### src/dma_mode_map.svh
`ifndef DMA_MODE_MAP_SVH
`define DMA_MODE_MAP_SVH
// register offset and implemented width
`define MODE1_OFFSET      8'h94
`define MODE_BITS         22
`define MODE_RESET        22'h00004B
// field positions
`define F_WIDTH_LO        0
`define F_SG              9
`define F_DONE_IE         10
`define F_DEMAND          12
`define F_INVALIDATE      13
`define F_EOT_EN          14
`define F_FAST_TERM       15
`define F_CLEAR_COUNT     16
`define F_IRQ_TO_PCI      17
`define F_DAC_LOAD        18
`define F_EOT_END_LINK    19
// cache line sizes that allow write-and-invalidate
`define CLS_8_LWORDS      8'h08
`define CLS_16_LWORDS     8'h10
`endif

### src/dma_mode_pkg.sv
package dma_mode_pkg;
  typedef enum {ST_IDLE, ST_FETCH, ST_XFER, ST_CLEAR, ST_DONE} chan_state_t;
  typedef enum logic [1:0] {BUS_PROC, BUS_NONMUX, BUS_MUX} bus_variant_t;
endpackage : dma_mode_pkg

### src/dma_channel_one.sv
//
// Notes on behaviour
// - demand mode moves data only while the request pin is asserted.
// - acknowledge pin marks each local transfer made for the request.
// - demand mode moves 32-bit words, split into beats on 8/16-bit buses.
// - invalidate bit issues write-and-invalidate with 8 or 16 lword bursts.
// - any other cache line size falls back to plain memory writes.
// - bit 14 enables the end-of-transfer pin for this channel.
// - both channels' enables clear turns the pin into fifo almost-full output.
// - processor bus slow stop drops burst-in-progress at 16-byte boundary.
// - processor bus fast stop disables burst-in-progress, stops at once.
// - local bus variants slow stop assert last-transfer on final beat.
// - local bus variants fast stop end at once on pin or request drop.
// - clear-count mode zeroes each descriptor byte count when done.
// - bit 17 routes interrupt to pci line, else local interrupt output.
// - bit 18 takes high address from descriptor, else high-address register.
// - with bit 19 set, end-of-transfer ends only the current link.
// - with bit 19 clear, end-of-transfer ends the whole chain.
// - scatter/gather bit selects descriptor-driven operation, else block mode.
// - in clear-count mode done interrupt waits until the count is cleared.
`timescale 1ns/10ps
`include "dma_mode_map.svh"
module dma_channel_one (
  // clock and reset
  input  wire logic                       i_clock,
  input  wire logic                       i_rst,
  // register port
  input  wire logic                       i_reg_write,
  input  wire logic                       i_reg_read,
  input  wire logic [7:0]                 i_reg_addr,
  input  wire logic [31:0]                i_reg_wdata,
  output logic [31:0]                     o_reg_rdata,
  // configuration from neighbouring registers
  input  wire dma_mode_pkg::bus_variant_t i_bus_variant,
  input  wire logic [7:0]                 i_cache_line_size_reg,
  input  wire logic [31:0]                i_dma_high_address_reg,
  input  wire logic                       i_chan0_eot_enable,
  input  wire logic                       i_fifo_almost_full,
  // channel control
  input  wire logic                       i_start,
  input  wire logic [22:0]                i_block_count,
  input  wire logic                       i_irq_clear,
  output logic                            o_busy,
  // descriptor fetch and count clear
  output logic                            o_desc_req,
  input  wire logic                       i_desc_valid,
  input  wire logic [22:0]                i_desc_count,
  input  wire logic [31:0]                i_desc_high_addr,
  input  wire logic                       i_desc_last,
  output logic                            o_desc_clear,
  input  wire logic                       i_desc_clear_ack,
  // local bus side
  input  wire logic                       i_local_ready,
  output logic                            o_local_xfer,
  output logic                            o_dma_acknowledge_out_n,
  output logic                            o_last_transfer_out_n,
  output logic                            o_burst_in_progress_out_n,
  // pins to and from the peripheral, inputs active low
  input  wire logic                       i_dma_request_in_n,
  input  wire logic                       i_end_of_transfer_in_n,
  output logic                            o_end_of_transfer_out,
  output logic                            o_end_of_transfer_oe,
  // pci side
  output logic [31:0]                     o_pci_high_addr,
  output logic                            o_pci_invalidate,
  output logic [4:0]                      o_pci_burst_lwords,
  output logic                            o_inta_n,
  output logic                            o_local_interrupt_out_n
);
  import dma_mode_pkg::*;

  function automatic logic [2:0] beat_bytes(input logic [1:0] width);
    case (width)
      2'h0:    beat_bytes = 3'h1;
      2'h1:    beat_bytes = 3'h2;
      default: beat_bytes = 3'h4;
    endcase
  endfunction : beat_bytes

  ////////////////////////////////////////////////////////////////////////////
  // mode register
  logic [`MODE_BITS-1:0] mode, next_mode;
  logic [31:0]           rdata, next_rdata;
  logic                  hit;

  always_comb begin
    hit        = (i_reg_addr == `MODE1_OFFSET);
    next_mode  = mode;
    next_rdata = rdata;
    if (i_reg_write && hit) begin
      next_mode = i_reg_wdata[`MODE_BITS-1:0];
    end
    if (i_reg_read) begin
      next_rdata = hit ? {10'h000, mode} : 32'h00000000;
    end
  end

  always_ff @(posedge i_clock or posedge i_rst) begin
    if (i_rst) begin
      mode  <= `MODE_RESET;
      rdata <= 32'h00000000;
    end else begin
      mode  <= next_mode;
      rdata <= next_rdata;
    end
  end

  assign o_reg_rdata = rdata;

  ////////////////////////////////////////////////////////////////////////////
  // pins
  logic dreq_lvl, eot_lvl;
  logic dreq_on, eot_on, eot_prev, eot_rise;

  pin_sync #(.RESET_LEVEL(1'b1)) u_dreq_sync (
    .i_clock (i_clock),
    .i_rst   (i_rst),
    .i_pin   (i_dma_request_in_n),
    .o_level (dreq_lvl)
  );

  pin_sync #(.RESET_LEVEL(1'b1)) u_eot_sync (
    .i_clock (i_clock),
    .i_rst   (i_rst),
    .i_pin   (i_end_of_transfer_in_n),
    .o_level (eot_lvl)
  );

  assign dreq_on  = ~dreq_lvl;
  assign eot_on   = ~eot_lvl & mode[`F_EOT_EN];
  assign eot_rise = eot_on & ~eot_prev;

  ////////////////////////////////////////////////////////////////////////////
  // transfer engine
  chan_state_t state, next_state;
  logic [22:0] count, next_count;
  logic [3:0]  offset, next_offset;
  logic [31:0] high_addr, next_high_addr;
  logic        last_desc, next_last_desc;
  logic        stop_pend, next_stop_pend;
  logic        eot_ended, next_eot_ended;
  logic        link_done, after_done, demand, fast, sg, proc, go, final_beat;
  logic        fast_stop, slow_end, boundary, done_set;
  logic [2:0]  step;
  logic [4:0]  off_sum;

  always_comb begin
    demand    = mode[`F_DEMAND];
    fast      = mode[`F_FAST_TERM];
    sg        = mode[`F_SG];
    proc      = (i_bus_variant == BUS_PROC);
    step      = beat_bytes(mode[1:0]);
    off_sum   = {1'b0, offset} + {2'b00, step};
    boundary  = (off_sum[3:0] == 4'h0);
    final_beat = (count <= {20'h00000, step});
    // slow termination: request drop only pauses, the pin ends the link
    go        = (state == ST_XFER) && i_local_ready && (!demand || dreq_on);
    fast_stop = (state == ST_XFER) && fast && (eot_rise || (demand && !dreq_on));
    slow_end  = (stop_pend || eot_rise) && (proc ? boundary : 1'b1);
    link_done = 1'b0;
    next_state     = state;
    next_count     = count;
    next_offset    = offset;
    next_high_addr = high_addr;
    next_last_desc = last_desc;
    next_stop_pend = stop_pend;
    next_eot_ended = eot_ended;
    done_set       = 1'b0;
    case (state)
      ST_IDLE: begin
        next_stop_pend = 1'b0;
        next_eot_ended = 1'b0;
        next_offset    = 4'h0;
        if (i_start) begin
          if (sg) begin
            next_state = ST_FETCH;
          end else begin
            next_state     = ST_XFER;
            next_count     = i_block_count;
            next_high_addr = i_dma_high_address_reg;
            next_last_desc = 1'b1;
          end
        end
      end
      ST_FETCH: begin
        if (i_desc_valid) begin
          next_state     = ST_XFER;
          next_count     = i_desc_count;
          next_last_desc = i_desc_last;
          next_stop_pend = 1'b0;
          next_eot_ended = 1'b0;
          next_high_addr = mode[`F_DAC_LOAD] ? i_desc_high_addr : i_dma_high_address_reg;
        end
      end
      ST_XFER: begin
        if (fast_stop) begin
          link_done      = 1'b1;
          next_eot_ended = eot_rise;
        end else if (count == 23'h000000) begin
          link_done = 1'b1;
        end else begin
          if (eot_rise) begin
            next_stop_pend = 1'b1;
          end
          if (go) begin
            next_count  = final_beat ? 23'h000000 : count - {20'h00000, step};
            next_offset = off_sum[3:0];
            if (final_beat || slow_end) begin
              link_done      = 1'b1;
              next_eot_ended = stop_pend || eot_rise;
            end
          end
        end
      end
      ST_CLEAR: begin
        if (i_desc_clear_ack) begin
          link_done = 1'b1;
        end
      end
      ST_DONE: begin
        done_set   = mode[`F_DONE_IE];
        next_state = ST_IDLE;
      end
      default: begin
        next_state = ST_IDLE;
      end
    endcase
    // after a link: in clear-count scatter/gather mode clear its count, then chain on or finish
    after_done = (next_eot_ended && !mode[`F_EOT_END_LINK]) || next_last_desc;
    if (link_done) begin
      if (state == ST_XFER && sg && mode[`F_CLEAR_COUNT]) begin
        next_state = ST_CLEAR;
      end else if (!sg || after_done) begin
        next_state = ST_DONE;
      end else begin
        next_state = ST_FETCH;
      end
    end
  end

  always_ff @(posedge i_clock or posedge i_rst) begin
    if (i_rst) begin
      state     <= ST_IDLE;
      count     <= 23'h000000;
      offset    <= 4'h0;
      high_addr <= 32'h00000000;
      last_desc <= 1'b0;
      stop_pend <= 1'b0;
      eot_ended <= 1'b0;
      eot_prev  <= 1'b0;
    end else begin
      state     <= next_state;
      count     <= next_count;
      offset    <= next_offset;
      high_addr <= next_high_addr;
      last_desc <= next_last_desc;
      stop_pend <= next_stop_pend;
      eot_ended <= next_eot_ended;
      eot_prev  <= eot_on;
    end
  end

  // handshake outputs follow the beat decision in the same cycle
  always_comb begin
    o_local_xfer              = go && !fast_stop && (count != 23'h000000);
    o_dma_acknowledge_out_n   = ~(o_local_xfer && demand);
    o_last_transfer_out_n     = ~(o_local_xfer && !proc && (final_beat || slow_end));
    o_burst_in_progress_out_n = ~((state == ST_XFER) && proc && !fast);
    o_desc_req                = (state == ST_FETCH);
    o_desc_clear              = (state == ST_CLEAR);
    o_busy                    = (state != ST_IDLE);
    o_pci_high_addr           = high_addr;
  end

  ////////////////////////////////////////////////////////////////////////////
  // pci write mode and pin reuse
  logic       inval, next_inval, pin_oe, next_pin_oe, pin_out, next_pin_out;
  logic [4:0] burst, next_burst;
  logic       cls_ok;

  always_comb begin
    cls_ok       = (i_cache_line_size_reg == `CLS_8_LWORDS) ||
                   (i_cache_line_size_reg == `CLS_16_LWORDS);
    next_inval   = mode[`F_INVALIDATE] && cls_ok;
    next_burst   = next_inval ? i_cache_line_size_reg[4:0] : 5'h00;
    next_pin_oe  = !mode[`F_EOT_EN] && !i_chan0_eot_enable;
    next_pin_out = next_pin_oe && i_fifo_almost_full;
  end

  always_ff @(posedge i_clock or posedge i_rst) begin
    if (i_rst) begin
      inval   <= 1'b0;
      burst   <= 5'h00;
      pin_oe  <= 1'b0;
      pin_out <= 1'b0;
    end else begin
      inval   <= next_inval;
      burst   <= next_burst;
      pin_oe  <= next_pin_oe;
      pin_out <= next_pin_out;
    end
  end

  assign o_pci_invalidate      = inval;
  assign o_pci_burst_lwords    = burst;
  assign o_end_of_transfer_oe  = pin_oe;
  assign o_end_of_transfer_out = pin_out;

  ////////////////////////////////////////////////////////////////////////////
  // interrupt
  dma_irq_route u_irq (
    .i_clock                 (i_clock),
    .i_rst                   (i_rst),
    .i_set                   (done_set),
    .i_clear                 (i_irq_clear),
    .i_to_pci                (mode[`F_IRQ_TO_PCI]),
    .o_inta_n                (o_inta_n),
    .o_local_interrupt_out_n (o_local_interrupt_out_n)
  );
endmodule : dma_channel_one

### src/dma_irq_route.sv
`timescale 1ns/10ps
module dma_irq_route (
  // clock and reset
  input  wire logic i_clock,
  input  wire logic i_rst,
  // event, clear and routing select
  input  wire logic i_set,
  input  wire logic i_clear,
  input  wire logic i_to_pci,
  // interrupt lines, active low
  output logic      o_inta_n,
  output logic      o_local_interrupt_out_n
);
  logic pending, inta_n, lint_n;
  logic next_pending, next_inta_n, next_lint_n;

  // set wins over a clear in the same cycle
  always_comb begin
    next_pending = i_set | (pending & ~i_clear);
    next_inta_n  = ~(next_pending & i_to_pci);
    next_lint_n  = ~(next_pending & ~i_to_pci);
  end

  always_ff @(posedge i_clock or posedge i_rst) begin
    if (i_rst) begin
      pending <= 1'b0;
      inta_n  <= 1'b1;
      lint_n  <= 1'b1;
    end else begin
      pending <= next_pending;
      inta_n  <= next_inta_n;
      lint_n  <= next_lint_n;
    end
  end

  assign o_inta_n                = inta_n;
  assign o_local_interrupt_out_n = lint_n;
endmodule : dma_irq_route

### src/pin_sync.sv
`timescale 1ns/10ps
module pin_sync #(
  parameter logic RESET_LEVEL = 1'b1
) (
  // clock and reset
  input  wire logic i_clock,
  input  wire logic i_rst,
  // pin and settled level
  input  wire logic i_pin,
  output logic      o_level
);
  logic ff1, ff2, ff3, level;
  logic next_level;

  // a change only counts once the second and third stages agree
  always_comb begin
    next_level = (ff2 == ff3) ? ff3 : level;
  end

  always_ff @(posedge i_clock or posedge i_rst) begin
    if (i_rst) begin
      ff1   <= RESET_LEVEL;
      ff2   <= RESET_LEVEL;
      ff3   <= RESET_LEVEL;
      level <= RESET_LEVEL;
    end else begin
      ff1   <= i_pin;
      ff2   <= ff1;
      ff3   <= ff2;
      level <= next_level;
    end
  end

  assign o_level = level;
endmodule : pin_sync
### config.mk
export PLATFORM = sky130hd
export DESIGN_NAME = dma_channel_one
export DESIGN_NICKNAME = d
export VERILOG_FILES = /design/src/dma_mode_pkg.sv /design/src/dma_channel_one.sv /design/src/dma_irq_route.sv /design/src/pin_sync.sv
export VERILOG_INCLUDE_DIRS = /design/src
export SDC_FILE = /design/constraint.sdc
export NUM_CORES = 1
export LEC_CHECK = 0
export BUFFER_PORTS_ARGS = -buffer_cell sky130_fd_sc_hd__buf_4
export CAP_MARGIN = 30
export CORE_MARGIN = 2
export CORE_UTILIZATION = 40
export DETAILED_ROUTE_END_ITERATION = 7
export GPL_TIMING_DRIVEN = 1
export PLACE_DENSITY = 0.68
export REMOVE_ABC_BUFFERS = 1
export SYNTH_ARGS = -nofsm -noshare
export SYNTH_HDL_FRONTEND = slang
export SYNTH_HIERARCHICAL = 1
export SYNTH_SLANG_ARGS = --single-unit
### constraint.sdc
create_clock -name i_clock -period 3.9 [get_ports i_clock]
set_input_delay 0.195 -clock i_clock [delete_from_list [all_inputs] [get_ports i_clock]]
set_output_delay 0.195 -clock i_clock [all_outputs]
set_load 0.1 [all_outputs]
Yosys cells after proc, flatten, opt, wreduce, memory -nomap -nowiden. Cells that the tools add are included.

Add/sub/neg operators: 2. $lt $le $gt $ge: 1. Equal/unequal tests: 23. Multiplexer cells: 50. Bitwise gates (word level): 16. Reductions and logical operators: 51.

Operators by type and width (number): $mux 32 (7); $mux 23 (7); $eq 32x2->1 const B (3); $eq 32x3->1 const B (3); $pmux 32 s3 (1); $pmux 23 s3 (1); $pmux 32 s2 (1); $eq 32x1->1 const B (1); $logic_not 32->1 (1); $reduce_bool 32->1 (1); $le 23x3->1 (1); $logic_not 23->1 (1); $reduce_bool 23->1 (1); $sub 23x3->23 (1); $mux 22 (1); $logic_and 1x1->1 (20); $mux 1 (19); $ne 2x2->1 const B (7); $mux 4 (3); $not 1->1 (10); $eq 8x4->1 const B (1); $eq 8x5->1 const B (1); $eq 8x8->1 const B (1); $logic_not 1->1 (8); other kinds (24) (42).

Register bits after elaboration: 168. Input port bits: 174. Output and inout bits: 81. Word-level logic and storage cells: 168.

Longest topological paths before layout.
Depth after elaboration: 18. Mapped depth: 12.

Modules after synthesis. Netlist, hierarchy kept.

Modules (own cells, without submodules): dma_channel_one (instances 1, cells each 609, area an instance 6005.8 um^2, sequential area each 2957.8 um^2); pin_sync (instances 2, cells each 6, area an instance 120.1 um^2, sequential area each 105.1 um^2); dma_irq_route (instances 1, cells each 8, area an instance 113.9 um^2, sequential area each 77.6 um^2).

Least setup slack after synthesis. Ideal clock, no wire load.

Kind: flip-flop to output port. Start: reg state[0]. End: out o_last_transfer_out_n. Arrival: 3.840 ns. Setup slack: -0.135 ns. Cell stages (with the launch flop): 7. Path buffers: 1. Cell sequence: dfrtp_1 -> buf_2 -> nor2_1 -> and2_1 -> nand3_1 -> nor2_1 -> o211ai_1.

Word-level cells in the longest chain between the ends: 9. Elaborated cells between the ends (all ways): 11. Classes of those cells: 1 x eq/ne; 1 x bitwise; 9 x reduce/logical.

Ends and longest elaborated chain: start: declaration (line dma_channel_one.sv:135) `chan_state_t state, next_state;`; start signal: assignment (line dma_channel_one.sv:252) `state <= next_state;`; $eq 32x3->1 * (line dma_channel_one.sv:157, dma_channel_one.sv:158); $logic_and 1x1->1 (2 in series) (line dma_channel_one.sv:158) `fast_stop = (state == ST_XFER) && fast && (eot_rise || (demand && !dreq_on));`; $logic_not 1->1 (line dma_channel_one.sv:265) `o_local_xfer = go && !fast_stop && (count != 23'h000000);`; $logic_and 1x1->1 * (2 in series) (line dma_channel_one.sv:265); via o_local_xfer (line dma_channel_one.sv:54) `output logic o_local_xfer,`; $logic_and 1x1->1 * (2 in series) (line dma_channel_one.sv:267) `o_last_transfer_out_n = ~(o_local_xfer && !proc && (final_beat || slow_end));`; $not 1->1 * (line dma_channel_one.sv:267); end: declaration (line dma_channel_one.sv:56) `output logic o_last_transfer_out_n,`.

Mark *: on every way through the listed nets, which the timed path passes. The rest lies on a longest branch.

Final worst setup path.
Start: reg mode[1]. End: out o_last_transfer_out_n.

Word-level cells in the longest chain between the ends: 9. Elaborated cells between the ends (all ways): 11. Classes of those cells: 1 x add/sub; 1 x order compare; 1 x eq/ne; 2 x mux; 1 x bitwise; 5 x reduce/logical.

Ends and longest elaborated chain: start: declaration (line dma_channel_one.sv:82) `` logic [`MODE_BITS-1:0] mode, next_mode; ``; start signal: assignment (line dma_channel_one.sv:100) `` mode <= `MODE_RESET; ``; start signal: assignment (line dma_channel_one.sv:103) `mode <= next_mode;`; $eq 2x1->1 / $logic_not 2->1 (equally long branches) (line dma_channel_one.sv:73) `case (width)`; $pmux 3 s2 * (line dma_channel_one.sv:73); $add 4x3->4 (line dma_channel_one.sv:153) `off_sum = {1'b0, offset} + {2'b00, step};`; $logic_not 4->1 (line dma_channel_one.sv:154) `boundary = (off_sum[3:0] == 4'h0);`; $mux 1 (line dma_channel_one.sv:159) `slow_end = (stop_pend || eot_rise) && (proc ? boundary : 1'b1);`; $logic_and 1x1->1 (line dma_channel_one.sv:159); $logic_or 1x1->1 * (line dma_channel_one.sv:267); $logic_and 1x1->1 * (line dma_channel_one.sv:267); $not 1->1 * (line dma_channel_one.sv:267).

Mark *: on every way between the ends. The rest lies on a longest branch, timed or not.

==> results by group <==
Route
  • Routed vias: 5711
  • Vias/cell: 5.12
  • 1st-iter DRT viols: 393
  • Number of remaining DRC errors: 0
  • First-pass detailed-route iteration total: 6
  • Final ANT Viol Nets: 0
  • Wire per inst: 15.6 um
  • Total routed wirelength: 17.3 mm

Synth
  • Register area share after synthesis: 0.510
  • Post-Syn Area: 6360 um^2
  • Synth Warn #: 6
  • Post-Syn Instances: 629
  • Synthesized flop and latch total: 129
  • Synth cell types: 63
  • Largest area contributor in the netlist: dfrtp_1
  • Ys flop type: dfrtp_1
  • Synth top cells by count: dfrtp_1 (115), nand2_1 (71), o21ai_0 (70), inv_1 (43), mux2i_1 (33)
  • Synth top area cells: dfrtp_1 (45%), dfstp_2 (5.8%), o21ai_0 (5.5%)
  • Synth top area share: 0.452
  • Top-count cell post-synth: dfrtp_1
  • Ys async rst share: 1.00
  • Syn Area/Cell: 10.1 um^2
  • Number of synthesized flops with an enable pin: 0

Timing
  • Min Hold Slack: 0.0179 ns
  • Tightest Pin Transition: 0.982 ns
  • Final setup viols: 0
  • Relative slew slack: 0.345
  • Final hold viol count: 0
  • Tmin final: 3.29 ns
  • Fmax: 304 MHz
  • Unrepaired setup endpoints after global routing: no
  • Setup TNS Final: 0 ns
  • Final slew viol count: 0
  • Fin Clk Skew: 0.00684 ns
  • Period utilisation layout: 0.843

Layout
  • Area growth syn-to-layout: 43.4%
  • Layout Utilization: 0.580
  • Non-filler cells, final: 1115
  • Fraction of layout cells with a size suffix above 1: 0.363
  • Finished Cell Area: 9120 um^2
  • Layout Nets: 1067
  • Fillers: 1406

Critical path
  • Worst reg2reg endpoint: count[16]$_DFFE_PP0P_
  • Crit path arrival time: 3.09 ns
  • WP buf/inv: 2
  • Internal reg-to-reg setup slack: 0.72 ns
  • Slowest CP cell: dfstp_2
  • CP Max Fanout: 6
  • CP Class: register to output port
  • WP data required: 3.70 ns
  • RR Startpoint: mode[1]$_DFFE_PP1P_
  • CP top delay family: compound AO/OA/AOI/OAI gates
  • Critical path capture point type: output port
  • Worst r2r path cells: 10
  • CP max stage delay: 0.57 ns
  • Crit-path cells: inv_1 -> ha_1 -> and3b_1 -> a2111oi_2 -> o21a_1 -> a21o_1 -> o211ai_1 -> buf_4
  • Crit path launch type: register

CTS
  • Sink Count: 129
  • Bufs on Longest Clock Path: 2
  • Post-CTS Setup Bufs: 0
  • Root buf cell: clkbuf_16
  • Clk pin slew, worst setup/hold paths: 0.06 ns
  • CTS tree: yes
  • Insertion delay to the later sink of the worst-skew pair: 0.41 ns
  • TritonCTS Buffers: 17
  • H-tree depth: 4

Floorplanning
  • Rows: 46
  • Initial Util: 0.405
  • Core ar.: 15700 um^2
  • Die ar.: 16900 um^2
  • Chip Width: 130 um
  • IO Count: 255
  • Die Ht: 130 um

Pwr
  • P per Cell Area: 749 nW/um^2
  • Combinational Power Share: 0.485
  • Lkg Pwr: 4.22 nW
  • Maximum VDD drop: 0.000527 V
  • Switching power: 3.29 mW
  • Clock share of power: 0.229
  • Internal: 3.54 mW
  • Sequential cell fraction of total power: 0.286
  • Switching part of the total: 0.482

Placed design
  • Placed cell count: 1057
  • Port bufs: 234
  • GPL Wtd Cong: 0.848
  • Dpl hpwl: 12.3 mm
  • Post-DP Area: 8280 um^2

Global routing
  • Total Routing Usage GR: 0.206
  • First-pass GRT wire length: 27.1 mm
  • Grt ovf: 0
  • Vias in the first global route: 5626
  • Largest net degree at the start of global routing: 66
  • Antenna violations before repair: 0

Worst hold path
  • Hold_sp: i_reg_wdata[8]
  • Worst Hold End: mode[8]$_DFFE_PP0P_
  • Worst min path class: input port to register
  • Worst hold stages: 2

Job
  • Maxcap violations: 0

Run status
  • Status: finished clean
logic make-up after synthesis:
| group | share of synthesized area |
|---|---|
| flops | 0.510 |
| compound gates | 0.181 |
| buf+inv | 0.0622 |
| simple gates | 0.129 |
| mux | 0.0909 |
| other cells | 0.000590 |
| fa+ha+maj | 0.0216 |
| xor+xnor | 0.00413 |
state kept, by name, summed over array words and instances (netlist names), 3 cells and up:
signal,count
o_pci_high_addr,32
o_pci_burst_lwords,5
count,23
state,3
offset,4
mode,22
o_reg_rdata,22
metal layers:
| layer | track usage | routed length [um] |
|---|---|---|
| met1 | 0.242 | 6960 |
| met2 | 0.358 | 8950 |
| met3 | 0.0636 | 1180 |
| met4 | 0.0689 | 257 |
| met5 | 0 | 0 |
power groups by stage:
stage	Sequential (mW)	Combinational (mW)	Clock (mW)
2_1_floorplan	3.07	1.30	0
3_3_place_gp	1.96	3.27	0
3_5_place_dp	1.96	3.30	0
4_1_cts	1.95	3.32	1.60
5_1_grt	2.00	3.53	1.66
6_report	1.95	3.31	1.57
stage by stage:
step,power (mW),setup slack [ns]
3_5_place_dp,5.26,0.729
6_report,6.83,0.611
4_1_cts,6.87,0.593
5_1_grt,7.20,0.423
3_3_place_gp,5.23,0.807
2_1_floorplan,4.37,-0.382
worst max-delay path by stage:
stage                    startpoint                        endpoint  slack, ns  cells after the start
4_1_cts         mode[1]$_DFFE_PP1P_           o_last_transfer_out_n       0.59                      8
2_1_floorplan  state[0]$_DFFE_PP0P_  o_pci_high_addr[0]$_DFFE_PP0P_      -0.38                      4
3_3_place_gp    mode[1]$_DFFE_PP1P_           count[16]$_DFFE_PP0P_       0.81                     10
3_5_place_dp    mode[1]$_DFFE_PP1P_           count[16]$_DFFE_PP0P_       0.73                     10
5_1_grt         mode[1]$_DFFE_PP1P_           o_last_transfer_out_n       0.42                      8
6_report        mode[1]$_DFFE_PP1P_           o_last_transfer_out_n       0.61                      8
repair_timing:
item | CTS | global route
hold endpoints to repair | 78 | 0
gates resized for setup | 0 | 0
hold buffers | 25 | 0
worst register-to-register path, stage by stage (launching register included):
cell	delay (ns)
dfstp_2	0.57
inv_1	0.06
ha_1	0.37
and3b_1	0.22
a2111oi_2	0.53
o21a_1	0.29
a21o_1	0.32
buf_4	0.22
nor2_1	0.06
a222oi_1	0.29
o21ai_0	0.11
cell type report:
class                   count  area, um^2  area share
well taps                 216         270      0.0296
clock buffers              18         429      0.0471
multi-input cells         425        2770       0.304
flip-flops and latches    129        3250       0.356
repair buffers            269        2080       0.228
diodes                      1        2.50    0.000274
clock inverters            14         153      0.0167
inverters                  43         164      0.0180
cells in the final DEF (no fill, tap or decap), types with 14 or more instances in the layout:
cell,n
nor3_1,15
nand2_1,71
a21oi_1,21
inv_1,42
nor2_1,28
dfstp_2,14
o21ai_0,70
clkbuf_16,17
buf_4,244
a222oi_1,18
dlygate4sd3_1,25
dfrtp_1,115
mux2_2,22
mux2i_1,33
o22ai_1,27
Note: power is estimated with default switching activity, not from simulation.
